==> config.mk <==
export PLATFORM = sky130hd
export DESIGN_NAME = scu_channel
export DESIGN_NICKNAME = d
export VERILOG_FILES = /design/src/rtl/scu_pkg.sv /design/src/rtl/scu_fifo.sv /design/src/rtl/scu_brg.sv /design/src/rtl/scu_channel.sv
export SDC_FILE = /design/constraint.sdc
export NUM_CORES = 1
export LEC_CHECK = 0
export BUFFER_PORTS_ARGS = -buffer_cell sky130_fd_sc_hd__buf_2
export CORE_UTILIZATION = 25
export DETAILED_ROUTE_END_ITERATION = 8
export GPL_TIMING_DRIVEN = 0
export SLEW_MARGIN = 20
export SYNTH_ARGS = -nofsm -noshare
export SYNTH_HDL_FRONTEND = slang
export SYNTH_SLANG_ARGS = --single-unit
==> constraint.sdc <==
create_clock -name sys_clk -period 3.8 [get_ports sys_clk]
set_clock_uncertainty 0.15 [all_clocks]
set_input_delay 0.38 -clock sys_clk [delete_from_list [all_inputs] [get_ports sys_clk]]
set_output_delay 0.38 -clock sys_clk [all_outputs]
set_load 0.01 [all_outputs]
==> src/rtl/scu_pkg.sv <==
// Purpose: Shared constants for one serial channel (async, clock synchronous, two-wire)
// Assumes: Single sys_clk domain, all rates derived as enable pulses
// Notes: Frame format fixed at eight data bits, LSB first, one stop bit in async mode, none in sync mode
`default_nettype none

package scu_pkg;

	// ----------------------------------------
	// Clock source selection codes
	// ----------------------------------------
	localparam logic [1:0] SCU_CLKSEL_DIV1 = 2'h0;
	localparam logic [1:0] SCU_CLKSEL_DIV2 = 2'h1;
	localparam logic [1:0] SCU_CLKSEL_DIV8 = 2'h2;
	localparam logic [1:0] SCU_CLKSEL_DIV32 = 2'h3;

	// ----------------------------------------
	// Prescaler tap positions
	// ----------------------------------------
	localparam int SCU_PRESCALE_BITS = 5;
	localparam logic [4:0] SCU_TAP_DIV2 = 5'h01;
	localparam logic [4:0] SCU_TAP_DIV8 = 5'h07;
	localparam logic [4:0] SCU_TAP_DIV32 = 5'h1F;

	// ----------------------------------------
	// Bit timing, in baud generator ticks
	// ----------------------------------------
	localparam logic [4:0] SCU_ASYNC_TICKS = 5'h10;
	localparam logic [4:0] SCU_ASYNC_MID = 5'h07;
	localparam logic [4:0] SCU_SYNC_HALF = 5'h04;
	localparam logic [4:0] SCU_SYNC_TICKS = 5'h08;
	localparam logic [1:0] SCU_START_WAIT_OVF = 2'h2;

	// ----------------------------------------
	// Frame layout
	// ----------------------------------------
	localparam int SCU_DATA_BITS = 8;
	localparam logic [3:0] SCU_ASYNC_FRAME_BITS = 4'hA;
	localparam logic [3:0] SCU_SYNC_FRAME_BITS = 4'h8;
	localparam logic [3:0] SCU_SYNC_OVR_BIT = 4'h7;
	localparam logic [3:0] SCU_ASYNC_OVR_BIT = 4'h8;

	// ----------------------------------------
	// Line levels and FIFO depth
	// ----------------------------------------
	localparam logic SCU_RTS_RESET = 1'b0;
	localparam logic SCU_LINE_IDLE = 1'b1;
	localparam int SCU_FIFO_DEPTH = 16;

endpackage : scu_pkg

`default_nettype wire

==> src/rtl/scu_fifo.sv <==
// Purpose: Flip-flop FIFO with valid/ready on both sides
// Assumes: DEPTH of at least two
// Notes: Ready and valid are registered from the next occupancy
`default_nettype none

module scu_fifo #(
	parameter int WIDTH = 8,
	parameter int DEPTH = scu_pkg::SCU_FIFO_DEPTH
) (
	input wire logic sys_clk,
	input wire logic reset_n,
	input wire logic in_valid,
	input wire logic [WIDTH-1:0] in_data,
	output logic in_ready,
	output logic out_valid,
	input wire logic out_ready,
	output logic [WIDTH-1:0] out_data
);

	localparam int AW = $clog2(DEPTH);
	localparam int CW = $clog2(DEPTH + 1);

	logic [WIDTH-1:0] mem_reg [DEPTH];
	logic [AW-1:0] wr_ptr_reg;
	logic [AW-1:0] rd_ptr_reg;
	logic [CW-1:0] count_reg;
	logic [CW-1:0] count_next;
	logic push;
	logic pop;

	assign push = in_valid && in_ready;
	assign pop = out_valid && out_ready;
	assign count_next = count_reg + CW'(push) - CW'(pop);
	assign out_data = mem_reg[rd_ptr_reg];

	always_ff @(posedge sys_clk)
	begin
		if (push)
			mem_reg[wr_ptr_reg] <= in_data;
	end

	always_ff @(posedge sys_clk)
	begin
		if (!reset_n)
		begin
			wr_ptr_reg <= '0;
			rd_ptr_reg <= '0;
			count_reg <= '0;
			in_ready <= 1'b0;
			out_valid <= 1'b0;
		end
		else
		begin
			if (push)
				wr_ptr_reg <= (wr_ptr_reg == AW'(DEPTH - 1)) ? '0 : wr_ptr_reg + AW'(1);
			if (pop)
				rd_ptr_reg <= (rd_ptr_reg == AW'(DEPTH - 1)) ? '0 : rd_ptr_reg + AW'(1);
			count_reg <= count_next;
			in_ready <= (count_next != CW'(DEPTH));
			out_valid <= (count_next != '0);
		end
	end

endmodule : scu_fifo

`default_nettype wire

==> src/rtl/scu_brg.sv <==
// Purpose: Clock source prescaler and reloading baud rate generator
// Assumes: Divisor is held stable while the channel runs
// Notes: One tick per overflow, divisor N gives a period of N+1 source pulses
`default_nettype none

module scu_brg #(
	parameter int DIV_WIDTH = 8
) (
	input wire logic sys_clk,
	input wire logic reset_n,
	input wire logic [1:0] clk_select,
	input wire logic [DIV_WIDTH-1:0] divisor,
	output logic tick
);

	logic [scu_pkg::SCU_PRESCALE_BITS-1:0] pre_reg;
	logic [DIV_WIDTH-1:0] count_reg;
	logic src_en;

	// ----------------------------------------
	// Four prescaled sources
	// ----------------------------------------
	always_comb
	begin
		unique case (clk_select)
			scu_pkg::SCU_CLKSEL_DIV1: src_en = 1'b1;
			scu_pkg::SCU_CLKSEL_DIV2: src_en = (pre_reg[0] == scu_pkg::SCU_TAP_DIV2[0]);
			scu_pkg::SCU_CLKSEL_DIV8: src_en = (pre_reg[2:0] == scu_pkg::SCU_TAP_DIV8[2:0]);
			scu_pkg::SCU_CLKSEL_DIV32: src_en = (pre_reg == scu_pkg::SCU_TAP_DIV32);
		endcase
	end

	always_ff @(posedge sys_clk)
	begin
		if (!reset_n)
			pre_reg <= '0;
		else
			pre_reg <= pre_reg + scu_pkg::SCU_PRESCALE_BITS'(1);
	end

	// ----------------------------------------
	// Reloading down counter
	// ----------------------------------------
	always_ff @(posedge sys_clk)
	begin
		if (!reset_n)
		begin
			count_reg <= '0;
			tick <= 1'b0;
		end
		else
		begin
			tick <= 1'b0;
			if (src_en)
			begin
				if (count_reg == '0)
				begin
					count_reg <= divisor;
					tick <= 1'b1;
				end
				else
					count_reg <= count_reg - DIV_WIDTH'(1);
			end
		end
	end

endmodule : scu_brg

`default_nettype wire

==> src/rtl/scu_channel.sv <==
// Purpose: One serial channel: async, clock synchronous master and two-wire bus
// Assumes: Inputs synchronous to sys_clk; identical instances serve every channel
// Notes: Transmit data passes a FIFO; receive side is a single buffer register
`default_nettype none

module scu_channel #(
	parameter int DIV_WIDTH = 8,
	parameter int FIFO_DEPTH = scu_pkg::SCU_FIFO_DEPTH
) (
	input wire logic sys_clk,
	input wire logic reset_n,
	input wire logic cfg_sync_mode,
	input wire logic cfg_twowire_mode,
	input wire logic [1:0] cfg_clk_select,
	input wire logic [DIV_WIDTH-1:0] cfg_divisor,
	input wire logic cfg_handshake_split,
	input wire logic cfg_cts_enable,
	input wire logic cfg_rts_enable,
	input wire logic [2:0] cfg_sda_delay,
	input wire logic tx_valid,
	input wire logic [7:0] tx_data,
	output logic tx_ready,
	output logic tx_busy,
	input wire logic rx_read,
	output logic [7:0] rx_data,
	output logic rx_full,
	output logic overrun_error,
	output logic framing_error,
	input wire logic err_clear,
	input wire logic gen_start,
	input wire logic gen_stop,
	output logic cond_busy,
	output logic txd,
	input wire logic rxd,
	output logic sclk,
	input wire logic cts_rts_in,
	output logic cts_rts_out,
	output logic cts_rts_oe,
	output logic rts_n_sep,
	input wire logic scl_in,
	output logic scl_out,
	output logic scl_oe,
	input wire logic sda_in,
	output logic sda_out,
	output logic sda_oe
);

	typedef enum logic [2:0] {
		SCU_TX_IDLE = 3'h1,
		SCU_TX_WAIT = 3'h2,
		SCU_TX_SHIFT = 3'h4
	} scu_tx_state_t;

	typedef enum logic [3:0] {
		SCU_RX_IDLE = 4'h1,
		SCU_RX_START = 4'h2,
		SCU_RX_DATA = 4'h4,
		SCU_RX_STOP = 4'h8
	} scu_rx_state_t;

	typedef enum logic [5:0] {
		SCU_BC_IDLE = 6'h01,
		SCU_BC_START_A = 6'h02,
		SCU_BC_START_B = 6'h04,
		SCU_BC_STOP_A = 6'h08,
		SCU_BC_STOP_B = 6'h10,
		SCU_BC_STOP_C = 6'h20
	} scu_bc_state_t;

	scu_tx_state_t tx_state_reg;
	scu_rx_state_t rx_state_reg;
	scu_bc_state_t bc_state_reg;
	logic tick;
	logic fifo_valid;
	logic fifo_pop;
	logic [7:0] fifo_data;
	logic [1:0] ovf_cnt_reg;
	logic [9:0] tx_shift_reg;
	logic [4:0] tx_phase_reg;
	logic [3:0] tx_bits_reg;
	logic [4:0] rx_phase_reg;
	logic [3:0] rx_bits_reg;
	logic [7:0] rx_shift_reg;
	logic began_full_reg;
	logic sda_bit_reg;
	logic [2:0] sda_cnt_reg;
	logic bit_edge_reg;
	logic rx_load;
	logic ovr_set;
	logic frame_set;
	logic cts_ok;
	logic stall;
	logic rx_line;
	logic sync_rise;
	logic [4:0] bit_len;
	logic [3:0] frame_bits;

	scu_brg #(
		.DIV_WIDTH(DIV_WIDTH)
	) u_brg (
		.sys_clk(sys_clk),
		.reset_n(reset_n),
		.clk_select(cfg_clk_select),
		.divisor(cfg_divisor),
		.tick(tick)
	);

	scu_fifo #(
		.WIDTH(8),
		.DEPTH(FIFO_DEPTH)
	) u_tx_fifo (
		.sys_clk(sys_clk),
		.reset_n(reset_n),
		.in_valid(tx_valid),
		.in_data(tx_data),
		.in_ready(tx_ready),
		.out_valid(fifo_valid),
		.out_ready(fifo_pop),
		.out_data(fifo_data)
	);

	// ----------------------------------------
	// Handshake pin routing
	// ----------------------------------------
	// Shared pin is CTS input unless combined mode gives it to RTS
	assign cts_ok = !cfg_cts_enable || (!cfg_handshake_split && cfg_rts_enable) || !cts_rts_in;
	assign stall = cfg_twowire_mode && sclk && !scl_in;
	assign rx_line = cfg_twowire_mode ? sda_in : rxd;
	assign bit_len = cfg_sync_mode ? scu_pkg::SCU_SYNC_TICKS : scu_pkg::SCU_ASYNC_TICKS;
	assign frame_bits = cfg_sync_mode ? scu_pkg::SCU_SYNC_FRAME_BITS : scu_pkg::SCU_ASYNC_FRAME_BITS;
	assign fifo_pop = (tx_state_reg == SCU_TX_WAIT) && tick
		&& (ovf_cnt_reg == scu_pkg::SCU_START_WAIT_OVF - 2'h1);
	assign sync_rise = cfg_sync_mode && (tx_state_reg == SCU_TX_SHIFT) && tick && !stall
		&& (tx_phase_reg == scu_pkg::SCU_SYNC_HALF - 5'h01);

	// ----------------------------------------
	// Transmitter
	// ----------------------------------------
	always_ff @(posedge sys_clk)
	begin
		if (!reset_n)
		begin
			tx_state_reg <= SCU_TX_IDLE;
			ovf_cnt_reg <= 2'h0;
			tx_shift_reg <= '1;
			tx_phase_reg <= 5'h00;
			tx_bits_reg <= 4'h0;
			bit_edge_reg <= 1'b0;
		end
		else
		begin
			bit_edge_reg <= 1'b0;
			unique case (tx_state_reg)
				SCU_TX_IDLE:
				begin
					ovf_cnt_reg <= 2'h0;
					if (fifo_valid && cts_ok && (bc_state_reg == SCU_BC_IDLE))
						tx_state_reg <= SCU_TX_WAIT;
				end
				SCU_TX_WAIT:
				begin
					if (tick)
						ovf_cnt_reg <= ovf_cnt_reg + 2'h1;
					if (fifo_pop)
					begin
						tx_state_reg <= SCU_TX_SHIFT;
						tx_shift_reg <= cfg_sync_mode ? {2'h3, fifo_data} : {1'b1, fifo_data, 1'b0};
						tx_phase_reg <= 5'h00;
						tx_bits_reg <= 4'h0;
						bit_edge_reg <= 1'b1;
					end
				end
				SCU_TX_SHIFT:
				begin
					if (tick && !stall)
					begin
						if (tx_phase_reg == bit_len - 5'h01)
						begin
							tx_phase_reg <= 5'h00;
							tx_shift_reg <= {1'b1, tx_shift_reg[9:1]};
							tx_bits_reg <= tx_bits_reg + 4'h1;
							bit_edge_reg <= 1'b1;
							if (tx_bits_reg == frame_bits - 4'h1)
								tx_state_reg <= SCU_TX_IDLE;
						end
						else
							tx_phase_reg <= tx_phase_reg + 5'h01;
					end
				end
			endcase
		end
	end

	always_ff @(posedge sys_clk)
	begin
		if (!reset_n)
		begin
			txd <= scu_pkg::SCU_LINE_IDLE;
			sclk <= scu_pkg::SCU_LINE_IDLE;
			tx_busy <= 1'b0;
		end
		else
		begin
			txd <= (tx_state_reg == SCU_TX_SHIFT) ? tx_shift_reg[0] : scu_pkg::SCU_LINE_IDLE;
			sclk <= !(cfg_sync_mode && (tx_state_reg == SCU_TX_SHIFT)
				&& (tx_phase_reg < scu_pkg::SCU_SYNC_HALF));
			tx_busy <= (tx_state_reg != SCU_TX_IDLE) || fifo_valid;
		end
	end

	// ----------------------------------------
	// Receiver, both modes
	// ----------------------------------------
	always_ff @(posedge sys_clk)
	begin
		if (!reset_n)
		begin
			rx_state_reg <= SCU_RX_IDLE;
			rx_phase_reg <= 5'h00;
			rx_bits_reg <= 4'h0;
			rx_shift_reg <= 8'h00;
			began_full_reg <= 1'b0;
			rx_load <= 1'b0;
			ovr_set <= 1'b0;
			frame_set <= 1'b0;
		end
		else
		begin
			rx_load <= 1'b0;
			ovr_set <= 1'b0;
			frame_set <= 1'b0;
			if (cfg_sync_mode)
			begin
				rx_state_reg <= SCU_RX_IDLE;
				if (sync_rise)
				begin
					rx_shift_reg <= {rx_line, rx_shift_reg[7:1]};
					rx_bits_reg <= (rx_bits_reg == scu_pkg::SCU_SYNC_FRAME_BITS - 4'h1) ? 4'h0
						: rx_bits_reg + 4'h1;
					if (rx_bits_reg == 4'h0)
						began_full_reg <= rx_full;
					if ((rx_bits_reg == scu_pkg::SCU_SYNC_OVR_BIT - 4'h1)
						&& began_full_reg && rx_full)
						ovr_set <= 1'b1;
					if (rx_bits_reg == scu_pkg::SCU_SYNC_FRAME_BITS - 4'h1)
						rx_load <= 1'b1;
				end
			end
			else if (tick)
			begin
				unique case (rx_state_reg)
					SCU_RX_IDLE:
					begin
						rx_phase_reg <= 5'h00;
						rx_bits_reg <= 4'h0;
						if (!rx_line)
							rx_state_reg <= SCU_RX_START;
					end
					SCU_RX_START:
					begin
						rx_phase_reg <= rx_phase_reg + 5'h01;
						if (rx_phase_reg == scu_pkg::SCU_ASYNC_MID)
						begin
							rx_phase_reg <= 5'h00;
							rx_state_reg <= rx_line ? SCU_RX_IDLE : SCU_RX_DATA;
							began_full_reg <= rx_full;
						end
					end
					SCU_RX_DATA:
					begin
						rx_phase_reg <= rx_phase_reg + 5'h01;
						if (rx_phase_reg == scu_pkg::SCU_ASYNC_TICKS - 5'h01)
						begin
							rx_phase_reg <= 5'h00;
							rx_shift_reg <= {rx_line, rx_shift_reg[7:1]};
							rx_bits_reg <= rx_bits_reg + 4'h1;
							if (rx_bits_reg == scu_pkg::SCU_ASYNC_OVR_BIT - 4'h1)
							begin
								rx_state_reg <= SCU_RX_STOP;
								if (began_full_reg && rx_full)
									ovr_set <= 1'b1;
							end
						end
					end
					SCU_RX_STOP:
					begin
						rx_phase_reg <= rx_phase_reg + 5'h01;
						if (rx_phase_reg == scu_pkg::SCU_ASYNC_TICKS - 5'h01)
						begin
							rx_state_reg <= SCU_RX_IDLE;
							rx_load <= rx_line;
							frame_set <= !rx_line;
						end
					end
				endcase
			end
		end
	end

	// ----------------------------------------
	// Receive buffer, flags and RTS
	// ----------------------------------------
	always_ff @(posedge sys_clk)
	begin
		if (!reset_n)
		begin
			rx_data <= 8'h00;
			rx_full <= 1'b0;
			overrun_error <= 1'b0;
			framing_error <= 1'b0;
			rts_n_sep <= scu_pkg::SCU_LINE_IDLE;
			cts_rts_out <= scu_pkg::SCU_LINE_IDLE;
			cts_rts_oe <= 1'b0;
		end
		else
		begin
			// Unread buffer keeps its old word on overrun
			if (rx_load && (!rx_full || rx_read))
				rx_data <= rx_shift_reg;
			if (rx_load)
				rx_full <= 1'b1;
			else if (rx_read)
				rx_full <= 1'b0;
			if (ovr_set)
				overrun_error <= 1'b1;
			else if (err_clear)
				overrun_error <= 1'b0;
			if (frame_set)
				framing_error <= 1'b1;
			else if (err_clear)
				framing_error <= 1'b0;
			if (!cfg_rts_enable)
				cts_rts_out <= scu_pkg::SCU_LINE_IDLE;
			else if (rx_load)
				cts_rts_out <= 1'b1;
			else if (rx_read)
				cts_rts_out <= scu_pkg::SCU_RTS_RESET;
			rts_n_sep <= cfg_handshake_split ? cts_rts_out : scu_pkg::SCU_LINE_IDLE;
			cts_rts_oe <= cfg_rts_enable && !cfg_handshake_split;
		end
	end

	// ----------------------------------------
	// Two-wire conditions and data delay
	// ----------------------------------------
	always_ff @(posedge sys_clk)
	begin
		if (!reset_n)
			bc_state_reg <= SCU_BC_IDLE;
		else if (!cfg_twowire_mode)
			bc_state_reg <= SCU_BC_IDLE;
		else
		begin
			unique case (bc_state_reg)
				SCU_BC_IDLE:
				begin
					if (gen_start && (tx_state_reg == SCU_TX_IDLE))
						bc_state_reg <= SCU_BC_START_A;
					else if (gen_stop && (tx_state_reg == SCU_TX_IDLE))
						bc_state_reg <= SCU_BC_STOP_A;
				end
				SCU_BC_START_A: if (tick) bc_state_reg <= SCU_BC_START_B;
				SCU_BC_START_B: if (tick) bc_state_reg <= SCU_BC_IDLE;
				SCU_BC_STOP_A: if (tick) bc_state_reg <= SCU_BC_STOP_B;
				SCU_BC_STOP_B: if (tick) bc_state_reg <= SCU_BC_STOP_C;
				SCU_BC_STOP_C: if (tick) bc_state_reg <= SCU_BC_IDLE;
			endcase
		end
	end

	always_ff @(posedge sys_clk)
	begin
		if (!reset_n)
		begin
			sda_cnt_reg <= 3'h0;
			sda_bit_reg <= scu_pkg::SCU_LINE_IDLE;
		end
		else if (bit_edge_reg)
			sda_cnt_reg <= cfg_sda_delay;
		else if (tick)
		begin
			if (sda_cnt_reg == 3'h0)
				sda_bit_reg <= (tx_state_reg == SCU_TX_SHIFT) ? tx_shift_reg[0] : 1'b1;
			else
				sda_cnt_reg <= sda_cnt_reg - 3'h1;
		end
	end

	always_ff @(posedge sys_clk)
	begin
		if (!reset_n)
		begin
			scl_out <= 1'b0;
			sda_out <= 1'b0;
			scl_oe <= 1'b0;
			sda_oe <= 1'b0;
			cond_busy <= 1'b0;
		end
		else
		begin
			scl_out <= 1'b0;
			sda_out <= 1'b0;
			cond_busy <= (bc_state_reg != SCU_BC_IDLE);
			unique case (bc_state_reg)
				SCU_BC_START_A:
				begin
					scl_oe <= 1'b0;
					sda_oe <= 1'b1;
				end
				SCU_BC_START_B, SCU_BC_STOP_A:
				begin
					scl_oe <= 1'b1;
					sda_oe <= 1'b1;
				end
				SCU_BC_STOP_B:
				begin
					scl_oe <= 1'b0;
					sda_oe <= 1'b1;
				end
				SCU_BC_STOP_C:
				begin
					scl_oe <= 1'b0;
					sda_oe <= 1'b0;
				end
				SCU_BC_IDLE:
				begin
					// Clock held low after a start until the first byte shifts
					scl_oe <= cfg_twowire_mode && (!sclk || scl_oe && (tx_state_reg != SCU_TX_SHIFT));
					sda_oe <= cfg_twowire_mode && !sda_bit_reg;
				end
			endcase
		end
	end

endmodule : scu_channel

`default_nettype wire

==> results of run 1 <==
## per-layer routing
layer	up-vias	GRT usage (%)	part of all wire (%)
met5	-	0	0
met4	0	2.86	1.6
met3	31	1.88	4.7
met2	178	18.2	45
met1	3497	16.1	49
li1	3588	-	-
## worst paths after layout
path,startpoint,endpoint,slack (ns),depth (start not counted)
worst max-delay path,u_brg.tick$_SDFF_PN0_,u_tx_fifo.out_valid$_SDFF_PN0_,0.50,12
worst min-delay path,err_clear,overrun_error$_SDFFE_PN0P_,0.04,4
worst max register to register,u_brg.tick$_SDFF_PN0_,u_tx_fifo.out_valid$_SDFF_PN0_,0.50,12
worst min register to register,frame_set$_SDFF_PP0_,framing_error$_SDFFE_PN0P_,0.29,2
## cells by family (layout without fill, tap and decap cells)
family / count (synthesis) / count (layout) / share of synthesized area (%)
AO/OA/AOI/OAI: 172 / 172 / 11.2
XOR/XNOR: 19 / 19 / 1.58
adder cells (fa/ha/maj): 26 / 26 / 3.16
buffers and inverters: 87 / 193 / 3.37
flip-flops: 240 / 240 / 57.8
multiplexers: 94 / 94 / 8.99
other: 1 / 2 / 0.0356
AND/OR/NAND/NOR: 289 / 289 / 13.8
## repair_timing
action	in CTS	in global routing
endpoints found under the hold margin	3	0
endpoints found under the setup margin	0	2
gates resized for setup	0	0
hold buffers	3	0
## cell type report
cell class | instances | area share, %
Clock inverter | 7 | 0.496
Clock buffer | 37 | 6.08
Tap cell | 532 | 5.38
Inverter | 36 | 1.09
Multi-Input combinational cell | 602 | 33.3
Sequential cell | 240 | 49.2
Timing Repair Buffer | 63 | 2.75
Buffer | 50 | 1.74
## synth_stat cells, drive strengths merged, types with 4 or more instances
cell type | number | share of area [%]
or3 | 7 | 0.42
nand3 | 48 | 2.3
nand4 | 4 | 0.24
o21ai | 33 | 1.6
a21oi | 40 | 2.0
dfxtp | 112 | 21
a21o | 4 | 0.29
nand2 | 51 | 1.8
o211ai | 5 | 0.36
clkbuf | 36 | 1.3
xor2 | 8 | 0.67
and3 | 5 | 0.30
o22a | 7 | 0.58
xnor2 | 11 | 0.92
inv | 36 | 1.3
nor3b | 6 | 0.43
or4b | 6 | 0.64
a32oi | 5 | 0.42
mux2i | 90 | 8.6
nor4b | 4 | 0.39
buf | 15 | 0.80
edfxtp | 128 | 37
nor3 | 19 | 0.90
and2 | 11 | 0.65
nor2b | 6 | 0.36
mux2 | 4 | 0.43
a31oi | 6 | 0.36
nand4b | 5 | 0.42
or4 | 4 | 0.29
a22oi | 34 | 2.4
o41ai | 4 | 0.33
ha | 25 | 3.0
a21boi | 5 | 0.36
nor2 | 93 | 3.3
nand2b | 6 | 0.36
nand3b | 4 | 0.29
## power by group through the flow
stage	clock network [uW]	logic, uW	registers, uW
floorplan	0	454	2950
finish	2410	654	2910
global placement	0	640	2960
global route	2580	740	2920
CTS	2480	666	2900
detailed placement	0	660	2960
## through the flow
stage	std cells	power (uW)	hold WS (ns)
after CTS	1568	6050	0.00419
after global routing	1567	6240	0.0190
after floorplan	929	3400	0.263
after detailed placement	1521	3620	0.283
after global placement	1517	3600	0.270
final	1567	5970	0.0359
## tightest hold or removal path, stage by stage
cell	delay, ns
buf_2	0.10
inv_1	0.06
a21oi_1	0.06
nor2_1	0.07
==> results.cfg, run 1 <==
[yosys]
seq_area_frac_synth_pct = 57.8
yosys_register_bits = 240
netlist_instances = 928
syn_avg_cell_area_um2 = 11.3
ys_types = 72
synth_edf_count = 128
async_flop_share_pct = 0
synth_area_um2 = 10500
yosys_warnings = 0
synthFlopType = edfxtp_1

[finish]
seq_area_um2 = 6090
design_area_um2 = 12400
antennaDiodeCount = 0
nets = 1080
final_cell_mix = edfxtp_1, dfxtp_1, nor2_1, mux2i_1, buf_2
largest_reg_flops = 128
drive_gt1_share_pct = 12.3
multi_input_area_um2 = 4110
final_common_cell = edfxtp_1
final_util_pct = 30.0
n_fill_cell = 4202
area_growth_pct = 17.5

[pwr]
clkPwrFrac_pct = 40.4
p_sw_share_pct = 24.1
pwr-share-seq_pct = 48.7
pwr-share-comb_pct = 10.9
p_int_uw = 4540
vdd_drop_max_v = 0.000252
p_per_area_nw_per_um2 = 483
switchingPower_uw = 1440
leakage_uw = 0.00429

[clock_tree]
clk_latency_ns = 0.53
tritoncts = yes
post-cts-setup-buffers = 0
cts.path.max_buffers = 3
htreeDepth = 1
clock-sinks = 240
cts.root.buffer_cell = clkbuf_16
cts_buffers = 24
clkTransAtPathRegs_ns = 0.06

[global_route]
grt_max_degree = 17
grt.total_usage_pct = 11.4
grt_pass1_vias = 6978
grt_overflow = 0
grt_first_pass_wirelength_um = 39100
grt_antenna_before_repair = 0

[status]
status = complete, no violations

[floorplanning]
ios = 60
fp.dieArea_um2 = 42900
start_util_pct = 25.5
rows = 74
die_x_um = 207
core-area_um2 = 41200
fp.dieH_um = 207

[placed_design]
hpwl_um = 17600
dp_slack_ns = 0.386
dpl-instance-area_um2 = 11500
io_buffers = 56
place.gp.congestion = 0.847

[worst_setup_path]
start_kind = register
max_stage_delay_ns = 0.54
worstPathArrival_ns = 3.57
critPathKind = reg2reg
cp_common_cell = inv_1
cp_top_family = adder cells
endpoint_kind = register
critPathSlowestCell = dfxtp_1
crit_required_ns = 4.06
cp_max_fo = 8
crit_chain = nand4b_1 > nor2_1 > nand2_1 > inv_1 > ha_1 > inv_1 > ha_1 > inv_1 > fa_1 > inv_1 > o41ai_1 > a21bo_2
path_buf_inv = 4

[timing]
slew_violations = 0
fin_ws_ns = 0.497
max_freq_mhz = 303
rsz0062_at_grt = no
setup_viol = 0
worstMarginPinSlew_ns = 0.985
finalCritPeriodShare_pct = 86.9
tns_ns = 0
fin_crit_ns = 3.30
hold_viol = 0
slew_headroom_pct = 33.8

[drt]
vias = 7294
remaining_drc_errors = 0
ant_nets = 0
vias_per_cell = 4.65
dr.pass1.iters = 5
drt-initial-drc-count = 540
wl_per_cell_um = 15.8
drt-total-wl_um = 24800

[hold_path]
min-delay-path-class = in2reg

[run]
maxCapViolCount = 0
Power figures use the tool's default switching activity.
==> run 2: changes to the inputs <==
--- a/config.mk
+++ b/config.mk
@@ -6,6 +6,7 @@
 export NUM_CORES = 1
 export LEC_CHECK = 0
 export BUFFER_PORTS_ARGS = -buffer_cell sky130_fd_sc_hd__buf_2
+export CORE_MARGIN = 1.5
 export CORE_UTILIZATION = 25
 export DETAILED_ROUTE_END_ITERATION = 8
 export GPL_TIMING_DRIVEN = 0
==> run 2 against run 1 <==
Effect of this change:
- flip-flop and latch count is the same
- global-route usage rose by 0.087 points
- die area grew 0.97%
- critical path depth is 1 higher
- largest cell class unchanged
- first-iteration DRC count rose by 4.3%
- register-to-register slack got worse by 0.16 ns
- sequential share of layout area fell by 0.29 points
- final cell count rose by 0.26%
- count of clock-buffer cells in the layout is 9 lower
- critical endpoint unchanged
- non-clock buffer count grew 2
- via count grew 1.5%
- clock power rose by 7%
==> results.cfg, run 2 (synthesis gave the netlist of run 1 again) <==
[status]
status = complete, no violations

[timing]
setup_viol = 0
fin_crit_ns = 3.46
fin_ws_ns = 0.337
slew_violations = 0
worstMarginPinSlew_ns = 1.03
finalHoldWorstSlack_ns = 0.0177
tns_ns = 0
rsz0062_at_grt = no
max_freq_mhz = 289
slew_headroom_pct = 30.7
hold_viol = 0
finalCritPeriodShare_pct = 91.1

[worst_setup_path]
critPathSlowestCell = fa_1
max_stage_delay_ns = 0.50
cp_max_fo = 8
endpoint_kind = register
critPathKind = reg2reg
crit_required_ns = 4.08
crit_chain = clkbuf_1 > nand4b_1 > nor2_1 > nand2_1 > inv_1 > ha_1 > inv_1 > ha_1 > inv_1 > fa_1 > inv_1 > o41ai_1 > a21bo_2
cp_common_cell = inv_1
cp_top_family = adder cells
worstPathArrival_ns = 3.74
path_buf_inv = 5
start_kind = register

[pwr]
switchingPower_uw = 1510
p_int_uw = 4640
clkPwrFrac_pct = 41.9
leakage_uw = 0.00432
p_sw_share_pct = 24.6
pwr-share-comb_pct = 10.8
pwr-share-seq_pct = 47.3
p_total_uw = 6150
vdd_drop_max_v = 0.000375
p_per_area_nw_per_um2 = 494

[global_route]
grt_overflow = 0
met3_usage_pct = 2.40
met1_usage_pct = 16.2
grt.total_usage_pct = 11.5
grt_pass1_vias = 7057
grt_max_degree = 17
busiest_layer = met2
grt_antenna_before_repair = 0
grt_first_pass_wirelength_um = 39800
globalRouteMet2Util_pct = 18.2

[clock_tree]
cts_buffers = 25
post-cts-setup-buffers = 0
htreeDepth = 1
cts_resized = 0
cts.root.buffer_cell = clkbuf_16
holdBufCountCts = 4
cts.path.max_buffers = 3
tritoncts = yes
clock-sinks = 240
clk_latency_ns = 0.54
clkTransAtPathRegs_ns = 0.06

[finish]
nets = 1083
antennaDiodeCount = 0
drive_gt1_share_pct = 12.7
fin_cells = 1571
area_growth_pct = 18.2
final_common_cell = edfxtp_1
largest_reg_flops = 128
final_cell_mix = edfxtp_1, dfxtp_1, nor2_1, mux2i_1, buf_2

[floorplanning]
ios = 60
rows = 74
die_x_um = 208
fp.dieH_um = 208
fp.dieArea_um2 = 43300
core-area_um2 = 41200
start_util_pct = 25.5

[drt]
wl_per_cell_um = 16.1
drt-total-wl_um = 25200
vias = 7401
remaining_drc_errors = 0
vias_per_cell = 4.71
dr.pass1.iters = 5
drt-initial-drc-count = 563
ant_nets = 0

[placed_design]
hpwl_um = 17800
placedCellCount = 1521
place.gp.congestion = 0.845
dp_slack_ns = 0.397
io_buffers = 56

[run]
maxCapViolCount = 0

[hold_path]
min-delay-path-class = in2reg
[run 2: through the flow]
| step | cell area [um2] | utilization [%] |
|---|---|---|
| CTS | 12400 | 30.2 |
| floorplan | 10500 | - |
| global route | 12400 | 30.2 |
| detailed placement | 11500 | 28.0 |
| global placement | 11500 | 27.8 |
| finish | 12400 | 30.2 |
[run 2: layout make-up]
class                           count  area, um2
Clock inverter                     18        215
Multi-Input combinational cell    602       4110
Timing Repair Buffer               64        350
Tap cell                          532        666
Buffer                             51        219
Fill cell                        4194      28800
Sequential cell                   240       6090
Inverter                           36        135
Clock buffer                       28        657
[run 2: final timing paths]
kind	slack, ns	cells past startpoint	startpoint	to
setup reg to reg	0.34	13	u_brg.tick$_SDFF_PN0_	u_tx_fifo.out_valid$_SDFF_PN0_
setup / recovery	0.34	13	u_brg.tick$_SDFF_PN0_	u_tx_fifo.out_valid$_SDFF_PN0_
hold / removal	0.02	3	cfg_sda_delay[2]	sda_cnt_reg[2]$_SDFFE_PN0P_
hold reg to reg	0.29	2	frame_set$_SDFF_PP0_	framing_error$_SDFFE_PN0P_
[run 2: per-layer routing]
metal,wire length (um),up-vias
met2,11300,191
li1,-,3600
met5,0,-
met1,12100,3578
met4,397,0
met3,1480,32
[run 2: power groups by stage]
stage               clock [uW]  combinational [uW]  sequential [uW]
finish                    2580                 664             2910
global route              2750                 745             2920
CTS                       2640                 669             2910
detailed placement           0                 662             2960
global placement             0                 639             2960
floorplan                    0                 454             2950
[run 2: worst reg2reg max path, delay by kind of cell (launching register included)]
kind            cells  cell delay, ns
fa+ha+maj           3            0.90
buf+inv             5            0.70
compound gates      2            0.66
simple gates        3            0.64
flops               1            0.31
